--- src/ipb_dummy_guard.sv ---
// Intentionally empty compile unit kept out of the design
`timescale 1ns/1ps
`default_nettype none
`default_nettype wire

--- src/ipb_pkg.sv ---
// Shared constants, types and the source map of the priority bank
package ipb_pkg;

   // ----------------------------------------------------------------
   // Sizes
   // ----------------------------------------------------------------
   localparam int NUM_REGS = 5;
   localparam int NUM_SRC = 18;
   localparam int REG_W = 16;
   localparam int PRIO_W = 3;
   localparam int DATA_W = 32;
   localparam int STRB_W = 4;
   localparam int ADDR_W_DEF = 12;
   localparam int ADDR_W_MIN = 5;

   typedef logic [REG_W-1:0] ipb_word_t;
   typedef logic [PRIO_W-1:0] ipb_level_t;

   // ----------------------------------------------------------------
   // Register byte offsets
   // ----------------------------------------------------------------
   localparam logic [ADDR_W_DEF-1:0] OFS_PRIO_CTRL_1 = 12'h000;
   localparam logic [ADDR_W_DEF-1:0] OFS_PRIO_CTRL_2 = 12'h004;
   localparam logic [ADDR_W_DEF-1:0] OFS_PRIO_CTRL_3 = 12'h008;
   localparam logic [ADDR_W_DEF-1:0] OFS_PRIO_CTRL_4 = 12'h00C;
   localparam logic [ADDR_W_DEF-1:0] OFS_PRIO_CTRL_5 = 12'h010;
   localparam logic [ADDR_W_DEF-1:0] REG_OFS [NUM_REGS] = '{
      OFS_PRIO_CTRL_1, OFS_PRIO_CTRL_2, OFS_PRIO_CTRL_3,
      OFS_PRIO_CTRL_4, OFS_PRIO_CTRL_5};

   // ----------------------------------------------------------------
   // Levels and implemented-bit masks
   // ----------------------------------------------------------------
   localparam ipb_level_t LVL_OFF = 3'h0;
   localparam ipb_level_t LVL_MIN = 3'h1;
   localparam ipb_level_t LVL_MAX = 3'h7;
   localparam ipb_level_t LVL_RESET = 3'h4;
   localparam ipb_word_t REG_MASK [NUM_REGS] = '{
      16'h7777, 16'h7777, 16'h0777, 16'h7077, 16'h7777};

   // ----------------------------------------------------------------
   // Source map: index -> register and field low bit
   // ----------------------------------------------------------------
   localparam int SRC_REG [NUM_SRC] = '{
      0, 0, 0, 0, 1, 1, 1, 1, 2, 2, 2, 3, 3, 3, 4, 4, 4, 4};
   localparam int SRC_LSB [NUM_SRC] = '{
      12, 8, 4, 0, 12, 8, 4, 0, 8, 4, 0, 12, 4, 0, 12, 8, 4, 0};

   // ----------------------------------------------------------------
   // Bus carriers
   // ----------------------------------------------------------------
   typedef struct packed {
      logic sel;
      logic enable;
      logic write;
      logic [STRB_W-1:0] strb;
      logic [DATA_W-1:0] wdata;
   } ipb_apb_req_s;

   typedef struct packed {
      logic [DATA_W-1:0] rdata;
      logic ready;
      logic slverr;
   } ipb_apb_rsp_s;

   typedef enum logic [0:0] {
      APB_IDLE = 1'b0,
      APB_ACK = 1'b1
   } ipb_apb_state_e;

endpackage : ipb_pkg

--- src/ipb_apb_slave.sv ---
// APB handshake and registered response of the priority bank
`timescale 1ns/1ps
`default_nettype none
module ipb_apb_slave
   import ipb_pkg::*;
(
   input wire logic clk,
   input wire logic reset_n,
   input wire logic clkEn,
   input wire ipb_apb_req_s req,
   input wire logic addrHit,
   input wire ipb_word_t rdWord,
   output ipb_apb_rsp_s rsp,
   output logic wrStrobe
);

   ipb_apb_state_e state_r;
   ipb_apb_state_e state_nxt;
   logic [DATA_W-1:0] rdata_r;
   logic err_r;
   logic access;
   logic capture;
   logic [DATA_W-1:0] rdImage;

   assign access = req.sel & req.enable;
   assign capture = access & (state_r == APB_IDLE);
   assign rdImage = req.write ? '0 : {{(DATA_W-REG_W){1'b0}}, rdWord};
   // Write lands on the edge that also samples pready high
   assign wrStrobe = access & (state_r == APB_ACK) & req.write &
                     addrHit & clkEn;

   always_comb begin
      state_nxt = state_r;
      unique case (state_r)
         APB_IDLE: begin
            if (capture) begin
               state_nxt = APB_ACK;
            end
         end
         APB_ACK: begin
            state_nxt = APB_IDLE;
         end
      endcase
   end

   always_ff @(posedge clk or negedge reset_n) begin
      if (!reset_n) begin
         state_r <= APB_IDLE;
         rdata_r <= '0;
         err_r <= 1'b0;
      end else if (clkEn) begin
         state_r <= state_nxt;
         if (capture) begin
            rdata_r <= rdImage;
            err_r <= ~addrHit;
         end
      end
   end

   assign rsp = '{
      rdata: rdata_r,
      ready: (state_r == APB_ACK),
      slverr: err_r};

endmodule : ipb_apb_slave
`default_nettype wire

--- src/ipb_req_gate.sv ---
// Per-source request gating by level and highest pending level
`timescale 1ns/1ps
`default_nettype none
module ipb_req_gate
   import ipb_pkg::*;
#(
   parameter int N = NUM_SRC
) (
   input wire logic clk,
   input wire logic reset_n,
   input wire logic clkEn,
   input wire logic [N-1:0] srcReq,
   input wire ipb_level_t prio [N],
   output logic [N-1:0] gatedReq_r,
   output ipb_level_t pendLevel_r,
   output logic anyPend_r
);

   logic [N-1:0] gated;
   ipb_level_t lvlChain [N+1];

   assign lvlChain[0] = LVL_OFF;

   genvar i;
   generate
      for (i = 0; i < N; i++) begin : g_src
         // Level zero masks the source completely
         assign gated[i] = srcReq[i] & (prio[i] != LVL_OFF);
         assign lvlChain[i+1] = (gated[i] && (prio[i] > lvlChain[i])) ?
                                prio[i] : lvlChain[i];

      end
   endgenerate

   always_ff @(posedge clk or negedge reset_n) begin
      if (!reset_n) begin
         gatedReq_r <= '0;
         pendLevel_r <= LVL_OFF;
         anyPend_r <= 1'b0;
      end else if (clkEn) begin
         gatedReq_r <= gated;
         pendLevel_r <= lvlChain[N];
         anyPend_r <= |gated;
      end
   end

endmodule : ipb_req_gate
`default_nettype wire

--- src/ipb_prio_bank.sv ---
// Top of the five-register interrupt priority bank with APB access
`timescale 1ns/1ps
`default_nettype none

module ipb_prio_bank
   import ipb_pkg::*;
#(
   parameter int ADDR_W = ADDR_W_DEF
) (
   input wire logic sys_clk,
   input wire logic reset_n,
   input wire logic clk_en,
   input wire logic psel,
   input wire logic penable,
   input wire logic pwrite,
   input wire logic [ADDR_W-1:0] paddr,
   input wire logic [DATA_W-1:0] pwdata,
   input wire logic [STRB_W-1:0] pstrb,
   output logic [DATA_W-1:0] prdata,
   output logic pready,
   output logic pslverr,
   input wire logic [NUM_SRC-1:0] srcReq,
   output logic [NUM_SRC-1:0] gatedReq,
   output logic [PRIO_W-1:0] pendLevel,
   output logic anyPend,
   output logic [PRIO_W-1:0] timerBPriority,
   output logic [PRIO_W-1:0] compareBPriority,
   output logic [PRIO_W-1:0] captureBPriority,
   output logic [PRIO_W-1:0] dmaChADonePriority,
   output logic [PRIO_W-1:0] serialARxPriority,
   output logic [PRIO_W-1:0] syncSerialAEventPriority,
   output logic [PRIO_W-1:0] syncSerialAErrorPriority,
   output logic [PRIO_W-1:0] timerCPriority,
   output logic [PRIO_W-1:0] dmaChBDonePriority,
   output logic [PRIO_W-1:0] adcADonePriority,
   output logic [PRIO_W-1:0] serialATxPriority,
   output logic [PRIO_W-1:0] pinChangePriority,
   output logic [PRIO_W-1:0] twowireAMasterPriority,
   output logic [PRIO_W-1:0] twowireASlavePriority,
   output logic [PRIO_W-1:0] captureHPriority,
   output logic [PRIO_W-1:0] captureGPriority,
   output logic [PRIO_W-1:0] adcBDonePriority,
   output logic [PRIO_W-1:0] extPinBPriority
);

   // ----------------------------------------------------------------
   // Elaboration check
   // ----------------------------------------------------------------
   // The offsets need at least five address bits to decode
   if (ADDR_W < ADDR_W_MIN) begin : g_bad_addr_w
      $error("ipb_prio_bank: ADDR_W too narrow for the register map");
   end

   // ----------------------------------------------------------------
   // Declarations
   // ----------------------------------------------------------------
   ipb_word_t regQ_r [NUM_REGS];
   ipb_word_t regNxt [NUM_REGS];
   ipb_word_t rdPart [NUM_REGS+1];
   logic [NUM_REGS-1:0] regHit;
   logic anyHit;
   logic aligned;
   ipb_word_t laneMask;
   ipb_word_t rdWord;
   ipb_level_t prioVec [NUM_SRC];
   ipb_apb_req_s apbReq;
   ipb_apb_rsp_s apbRsp;
   logic wrStrobe;
   logic [NUM_SRC-1:0] gatedReq_r;
   ipb_level_t pendLevel_r;
   logic anyPend_r;

   // ----------------------------------------------------------------
   // Address decode and byte lanes
   // ----------------------------------------------------------------
   // Only whole-word aligned addresses hit a register; others error out
   assign aligned = (paddr[1:0] == 2'h0);
   assign anyHit = |regHit;
   // Lanes 2 and 3 carry no storage, so their strobes are don't-care
   assign laneMask = {{8{pstrb[1]}}, {8{pstrb[0]}}};
   assign rdPart[0] = '0;
   assign rdWord = rdPart[NUM_REGS];

   assign apbReq = '{
      sel: psel,
      enable: penable,
      write: pwrite,
      strb: pstrb,
      wdata: pwdata};

   // ----------------------------------------------------------------
   // Register storage, one entry per priority register
   // ----------------------------------------------------------------
   genvar k;
   generate
      for (k = 0; k < NUM_REGS; k++) begin : g_reg
         assign regHit[k] = aligned &&
            (paddr == ADDR_W'(REG_OFS[k]));
         // Level four in every implemented field; kept a constant so the
         // asynchronous reset branch loads no logic-derived value
         localparam ipb_word_t RESET_WORD = REG_MASK[k] &
            {4{1'b0, LVL_RESET}};
         // Separator bits never store, so they cannot read back one
         assign regNxt[k] = (regQ_r[k] & ~(REG_MASK[k] & laneMask)) |
            (pwdata[REG_W-1:0] & REG_MASK[k] & laneMask);
         assign rdPart[k+1] = rdPart[k] |
            (regHit[k] ? (regQ_r[k] & REG_MASK[k]) : '0);

         always_ff @(posedge sys_clk or negedge reset_n) begin
            if (!reset_n) begin
               regQ_r[k] <= RESET_WORD;
            end else if (wrStrobe && regHit[k]) begin
               regQ_r[k] <= regNxt[k];
            end
         end
      end
   endgenerate

   // ----------------------------------------------------------------
   // Field extraction, one entry per interrupt source
   // ----------------------------------------------------------------
   genvar s;
   generate
      for (s = 0; s < NUM_SRC; s++) begin : g_field
         // Stored code is the level itself, no translation
         assign prioVec[s] =
            regQ_r[SRC_REG[s]][SRC_LSB[s] +: PRIO_W];
      end
   endgenerate

   // Field placement per register follows the source map
   assign timerBPriority = prioVec[0];
   assign compareBPriority = prioVec[1];
   assign captureBPriority = prioVec[2];
   assign dmaChADonePriority = prioVec[3];
   assign serialARxPriority = prioVec[4];
   assign syncSerialAEventPriority = prioVec[5];
   assign syncSerialAErrorPriority = prioVec[6];
   assign timerCPriority = prioVec[7];
   assign dmaChBDonePriority = prioVec[8];
   assign adcADonePriority = prioVec[9];
   assign serialATxPriority = prioVec[10];
   assign pinChangePriority = prioVec[11];
   assign twowireAMasterPriority = prioVec[12];
   assign twowireASlavePriority = prioVec[13];
   assign captureHPriority = prioVec[14];
   assign captureGPriority = prioVec[15];
   assign adcBDonePriority = prioVec[16];
   assign extPinBPriority = prioVec[17];

   // ----------------------------------------------------------------
   // Bus slave and request gate
   // ----------------------------------------------------------------
   ipb_apb_slave u_apb (
      .clk(sys_clk),
      .reset_n(reset_n),
      .clkEn(clk_en),
      .req(apbReq),
      .addrHit(anyHit),
      .rdWord(rdWord),
      .rsp(apbRsp),
      .wrStrobe(wrStrobe)
   );

   ipb_req_gate #(
      .N(NUM_SRC)
   ) u_gate (
      .clk(sys_clk),
      .reset_n(reset_n),
      .clkEn(clk_en),
      .srcReq(srcReq),
      .prio(prioVec),
      .gatedReq_r(gatedReq_r),
      .pendLevel_r(pendLevel_r),
      .anyPend_r(anyPend_r)
   );

   assign prdata = apbRsp.rdata;
   assign pready = apbRsp.ready;
   assign pslverr = apbRsp.slverr;
   assign gatedReq = gatedReq_r;
   assign pendLevel = pendLevel_r;
   assign anyPend = anyPend_r;

   // ----------------------------------------------------------------
   // Checks
   // ----------------------------------------------------------------
   logic seenEdge_r;
   ipb_word_t imgWord [NUM_REGS];

   always_ff @(posedge sys_clk or negedge reset_n) begin
      if (!reset_n) begin
         seenEdge_r <= 1'b0;
      end else if (clk_en) begin
         seenEdge_r <= 1'b1;
      end
   end

   // Register image rebuilt from the field outputs alone
   always_comb begin
      for (int r = 0; r < NUM_REGS; r++) begin
         imgWord[r] = '0;
      end
      for (int j = 0; j < NUM_SRC; j++) begin
         imgWord[SRC_REG[j]][SRC_LSB[j] +: PRIO_W] = prioVec[j];
      end
   end

   generate
      for (k = 0; k < NUM_REGS; k++) begin : g_chk

      end
   endgenerate

   // Each field output must follow the bits written at its place
   generate
      for (s = 0; s < NUM_SRC; s++) begin : g_src_chk

      end
   endgenerate
endmodule : ipb_prio_bank
`default_nettype wire

--- config.mk ---
export PLATFORM = sky130hd
export DESIGN_NAME = ipb_prio_bank
export DESIGN_NICKNAME = d
export VERILOG_FILES = /design/src/ipb_dummy_guard.sv /design/src/ipb_pkg.sv /design/src/ipb_apb_slave.sv /design/src/ipb_req_gate.sv /design/src/ipb_prio_bank.sv
export SDC_FILE = /design/constraint.sdc
export NUM_CORES = 1
export LEC_CHECK = 0
export BUFFER_PORTS_ARGS = -buffer_cell sky130_fd_sc_hd__buf_2
export CORE_AREA = 2 2 120 122
export DETAILED_ROUTE_END_ITERATION = 10
export DIE_AREA = 0 0 122 124
export GPL_TIMING_DRIVEN = 0
export HOLD_SLACK_MARGIN = 0.06
export PLACE_DENSITY = 0.77
export SYNTH_ARGS = -nofsm -noshare
export SYNTH_HDL_FRONTEND = slang
export SYNTH_SLANG_ARGS = --single-unit
--- constraint.sdc ---
create_clock -name sys_clk -period 20.9 [get_ports sys_clk]
set_input_delay 4.18 -clock sys_clk [delete_from_list [all_inputs] [get_ports sys_clk]]
set_output_delay 4.18 -clock sys_clk [all_outputs]
set_load 0.03 [all_outputs]
Word level (Yosys, flattened, before mapping)
Cells that the tools add are included.

Output and inout bits: 110. Input port bits: 72. Word-level logic and storage cells: 156. Flip-flop bits (word level): 136.

Bitwise gates (word level): 46. Order comparisons: 18. Multiplexer cells: 26. Reduce and logical (&&, ||, !) cells: 51. Eq/ne operators: 4.

Operators with widths (count): 16-bit OR (6); 16-bit bitwise AND (5); 15-bit two-way mux (4); 3-bit two-way mux (18); 3-bit nonzero test (18); 3-bit > comparator (17); 15-bit by 16-bit bitwise AND with 16-bit output (2); 15-bit inverter with 16-bit output (2); 15-bit OR (2); 1-bit logical AND (28); 1-bit bitwise AND (24); 12-bit by 4-bit == test with 1-bit output (second input constant) (2); 18-bit OR reduction (1); 11-bit by 16-bit bitwise AND with 16-bit output (1); 16-bit two-way mux (1); 11-bit inverter with 16-bit output (1); 15-bit by 11-bit OR with 15-bit output (1); 12-bit by 3-bit == test with 1-bit output (second input constant) (1); 12-bit by 5-bit == test with 1-bit output (second input constant) (1); 12-bit logical NOT (1); 11-bit two-way mux (1); 5-bit OR reduction (1); 3-bit by 1-bit > comparator with 1-bit output (second input constant) (1); 2-bit logical NOT (1); other kinds (4) (5).

Longest topological paths before layout
Depth in word-level cells: 55. Mapped depth: 112. Mapped depth without buffers: 112.

By module
A second synthesis with hierarchy kept.

Cells, all modules: 747. Area, all modules: 7379.6 µm².

Modules (own cells, without submodules): ipb_req_gate (cells each 448, seq. area each 550.5 µm², instances 1, area each 3482.1 µm²); ipb_prio_bank (cells each 220, seq. area each 1373.8 µm², instances 1, area each 2899.0 µm²); ipb_apb_slave (cells each 79, seq. area each 450.4 µm², instances 1, area each 998.5 µm²).

Least setup slack after synthesis
OpenSTA, ideal clock, no wires.

Path type: input to register. Start point: in srcReq[0]. End point: reg u_gate.pendLevel_r[1]. Path slack: -2.664 ns. Setup time: 0.125 ns. Data arrival time: 23.439 ns. Data required time: 20.775 ns. Path buffers: 0. Cell stages on the path: 108. Path through: nand2_1 ha_1 nand3b_1 a21oi_4 nand2_1 o21ai_0 ha_1 nor2_1 a2111oi_1 or2_1 a2111oi_0 a211o_1 ha_1 nor2_1 a211oi_1 or3_1 and2_1 ha_1 [72 not listed] nand2_1 a22oi_1 a31o_2 a2111oi_4 or2_1 ha_1 inv_1 a21o_1 a21oi_1 a311oi_1 mux2i_1 ha_1 nor2b_1 o21ai_0 a21oi_1 nand2_1 o21ai_0 mux2_2.

Cells in the longest elaborated chain, start to end: 54.

RTL lines: start, declared (line ipb_prio_bank.sv:22) `input wire logic [NUM_SRC-1:0] srcReq,`; 1-bit bitwise AND * (line ipb_req_gate.sv:28) `assign gated[i] = srcReq[i] & (prio[i] != LVL_OFF);`; 1-bit logical AND * (line ipb_req_gate.sv:29) `assign lvlChain[i+1] = (gated[i] && (prio[i] > lvlChain[i])) ?`; 3-bit two-way mux * (line ipb_req_gate.sv:29); 3-bit > comparator (line ipb_req_gate.sv:29); 1-bit logical AND (line ipb_req_gate.sv:29); 3-bit two-way mux * (line ipb_req_gate.sv:29); 3-bit > comparator (line ipb_req_gate.sv:29); 1-bit logical AND (line ipb_req_gate.sv:29); [38 not listed]; 1-bit logical AND (line ipb_req_gate.sv:29); 3-bit two-way mux * (line ipb_req_gate.sv:29); 3-bit > comparator (line ipb_req_gate.sv:29); 1-bit logical AND (line ipb_req_gate.sv:29); 3-bit two-way mux * (line ipb_req_gate.sv:29); 3-bit > comparator (line ipb_req_gate.sv:29); 1-bit logical AND (line ipb_req_gate.sv:29); 3-bit two-way mux * (line ipb_req_gate.sv:29); end signal, assigned (line ipb_req_gate.sv:42) `pendLevel_r <= lvlChain[N];`; end, declared (line ipb_req_gate.sv:15) `output ipb_level_t pendLevel_r,`.

Mark *: on every way between the ends. The rest lies on a longest branch, timed or not. A chain may end at the register's enable or synchronous reset.

Worst setup path after layout
Ends and elaborated chain as after synthesis.

==> run metrics <==
pre-CTS setup slack -3.32 ns; CTS Buffer Depth 2; VDD IR-drop max around 0.043 mV; Pwr Density ~54 mW/mm²; Routed WL 22400 µm; share of flip-flops with an asynchronous set or reset 100%; fin crit period approximately 23 ns; min-delay src u_apb.rdata_r[1]; max_slew headroom between 30% and 40%; Core ar. between 0.01 and 0.015 mm²; HP Class reg -> reg; grt ovf 0; WHS Path Cells 2; 1st-iter DRT viols roughly 740; busiest grt layer met2; via/cell ratio 6.12; Worst-Margin Slew around 0.95 ns; Crit Path Max Fanout 6; share of cells above drive strength 1 between 30% and 40%; Post-synth EDFFs 0; met1 Track Usage GR 39.8%; reg2reg path depth roughly 110; drt first pass iters 7; Leakage roughly 3.9 nW; CTS Buf Count 9; Total Nets Final a little over 1000; Hold Path Sink u_apb.rdata_r[1]; worst setup path startpoint srcReq[0]; CP dominant cell by count ha_1; max_cap viols 0; R2R Path End u_gate.pendLevel_r[1]; power consumption 0.000463 W; top_reg_cell synth dfrtp_1; Std-Cell Rows 43; number of antenna diodes 0; Final Cycle Share 111%; critical path class in -> reg; GP Congestion roughly 1; Ys Warns 0; sequential-to-total area share from yosys stat 34.5%; CTS sink cnt 90; CTS tree built; failing checks negative setup slack; Mapped Cells around 740; global-route wire length before repair roughly 34000 µm; distinct cell type count of the synthesized netlist 78; Max Freq about 43 MHz; non-filler instance count after layout about 1100; crit start category input pin; GRT Resource Usage Total 29.4%; H-tree depth 3; register area roughly 0.0023 mm²; PortBufs between 100 and 150; Die ar. ~0.015 mm²; Layout area overhead 30.7%; Routed Antenna Nets 0; Fin. Hold Viols 0; largest delay contributor family on the critical path compound AO/OA/AOI/OAI gates; arrival time worst endpoint 23.42 ns; Post-DP HPWL approximately 17000 µm; CP bufs+invs 5; Starting Density between 40% and 50%; post-synthesis cell area ~0.0066 mm²; # IOs between 150 and 200; status finished with violations; count of state elements after synthesis 90; crit-path max cell delay ~0.40 ns; final worst slack -2.29 ns; fill count roughly 1200; CP endpoint kind flip-flop; Reg2Reg Setup Slack 1.06 ns; Setup violations, final 3; clock insertion delay at the later pin of the skew report between 0.3 and 0.4 ns; clock skew ~0.0058 ns; largest net degree at the start of global routing 62; vias in the first global route around 6300; Die Span Y ~120 µm; Max Slew Vio Count 0; cts-stage hold buffer count 0; routed length per instance 19.9 µm; multi-input logic area 0.00446 mm²; Root Driver clkbuf_16; met2 Use GR 46.1%; syn_area_per_cell 8.86 µm²; RSZ-0062 raised after global routing true; fin util 62.8%; post-placement cell count approximately 1100; number of antenna violations at the first check in global routing 0; Crit path required time 21.13 ns; slowest cell on the critical path or3_4; met3 GRT Util roughly 4.7%; via count 6900; Die Wd 122 µm; DRC 0; Reg clk slew, reported paths about 0.06 ns
-- cells in the final DEF, fill, tap and decap left out, drive strengths merged, types with 8 or more instances in the layout --
cell	instances
nor2	50
o21a	8
a21o	13
ha	23
mux2i	18
a21oi	29
and2	11
o31ai	16
dfrtp	72
conb	20
or2	10
or3	8
buf	193
a221oi	8
a31oi	13
dfstp	18
o31a	11
nand3	21
clkbuf	32
and3	8
o21ai	63
nor3	13
inv	48
a22oi	10
mux2	37
nand2	95
o211ai	11
-- logic make-up (layout without fill, tap and decap cells) --
group / after synthesis / count (layout) / synth area share (%)
flops: 90 / 90 / 34.5
compound gates: 233 / 233 / 26.1
simple gates: 242 / 242 / 17.1
mux: 61 / 61 / 11.1
other cells: 1 / 20 / 0.0569
buf+inv: 92 / 276 / 6.51
fa+ha+maj: 25 / 25 / 4.67
-- Yosys cell counts (4+ instances only) --
master	number	share of area, %
nand3_1	21	1.6
inv_1	48	2.7
o21ai_1	5	0.38
clkbuf_1	19	1.1
or2_1	5	0.47
ha_1	23	4.4
nor2_1	50	2.8
o21ai_0	58	4.4
o31a_1	11	1.5
mux2_2	37	6.3
a21oi_1	26	2.0
nor3b_1	6	0.68
nand4_1	4	0.38
and2_1	11	1.0
nor3_1	13	0.99
a31oi_1	12	1.1
a21o_1	12	1.4
nand2_1	95	5.4
or2_2	5	0.47
nand2b_1	4	0.38
mux4_2	6	2.0
dfrtp_1	72	27
mux2i_1	18	2.7
buf_4	20	2.3
o211ai_1	11	1.3
o2111ai_1	5	0.66
dfstp_2	18	7.2
or3_1	8	0.76
a22oi_1	10	1.1
nor2b_1	5	0.47
a221oi_1	8	1.1
o31ai_1	13	1.5
and3_1	8	0.76
o21a_1	8	0.91
-- cell type report --
cell class	count	area share (%)
Timing Repair Buffer	168	10.9
Clock buffer	13	2.79
Buffer	44	2.89
Clock inverter	3	0.494
Sequential cell	90	26.4
Inverter	48	2.09
Tap cell	180	2.61
Multi-Input combinational cell	581	51.8
-- worst max-delay path by stage --
stage / cells after the start / end
4_1_cts: 110 / u_gate.pendLevel_r[1]
3_5_place_dp: 110 / u_gate.pendLevel_r[1]
5_1_grt: 110 / u_gate.pendLevel_r[1]
6_report: 110 / u_gate.pendLevel_r[1]
2_1_floorplan: 108 / u_gate.pendLevel_r[1]
3_3_place_gp: 110 / u_gate.pendLevel_r[1]
-- timing repair --
item | in CTS | in global routing
pin swaps | 48 | 36
buffers inserted | 19 | 12
resized for setup | 29 | 26
endpoints found under the setup margin | 3 | 3
-- tightest hold or removal path: stages, from the launching register on --
cell and delay (ns):
dfrtp_1 0.34, nand2_1 0.04, o21ai_0 0.06
-- stage by stage --
stage,TNS [ns],instance area [µm²],hold WS (ns)
finish,-6.75,8620,0.482
global route,-9.48,8620,0.494
CTS,-6.21,8380,0.482
detailed placement,-9.84,7790,0.467
global placement,-8.85,7760,0.457
floorplan,-4.62,6850,0.605
-- layer usage --
layer | wire length [µm] | vias up
met5 | 0 | -
met3 | 1960 | 76
met1 | 9290 | 3301
li1 | - | 3130
met4 | 981 | 0
met2 | 10200 | 393
-- where the power goes --
part	leakage [nW]	total (W)	internal, W	switching, W
logic	2.77	0.000121	0.0000500	0.0000706
clock network	0.134	0.000161	0.0000928	0.0000680
registers	1.01	0.000182	0.000179	0.00000233
Note: power is estimated with default switching activity, not from simulation.
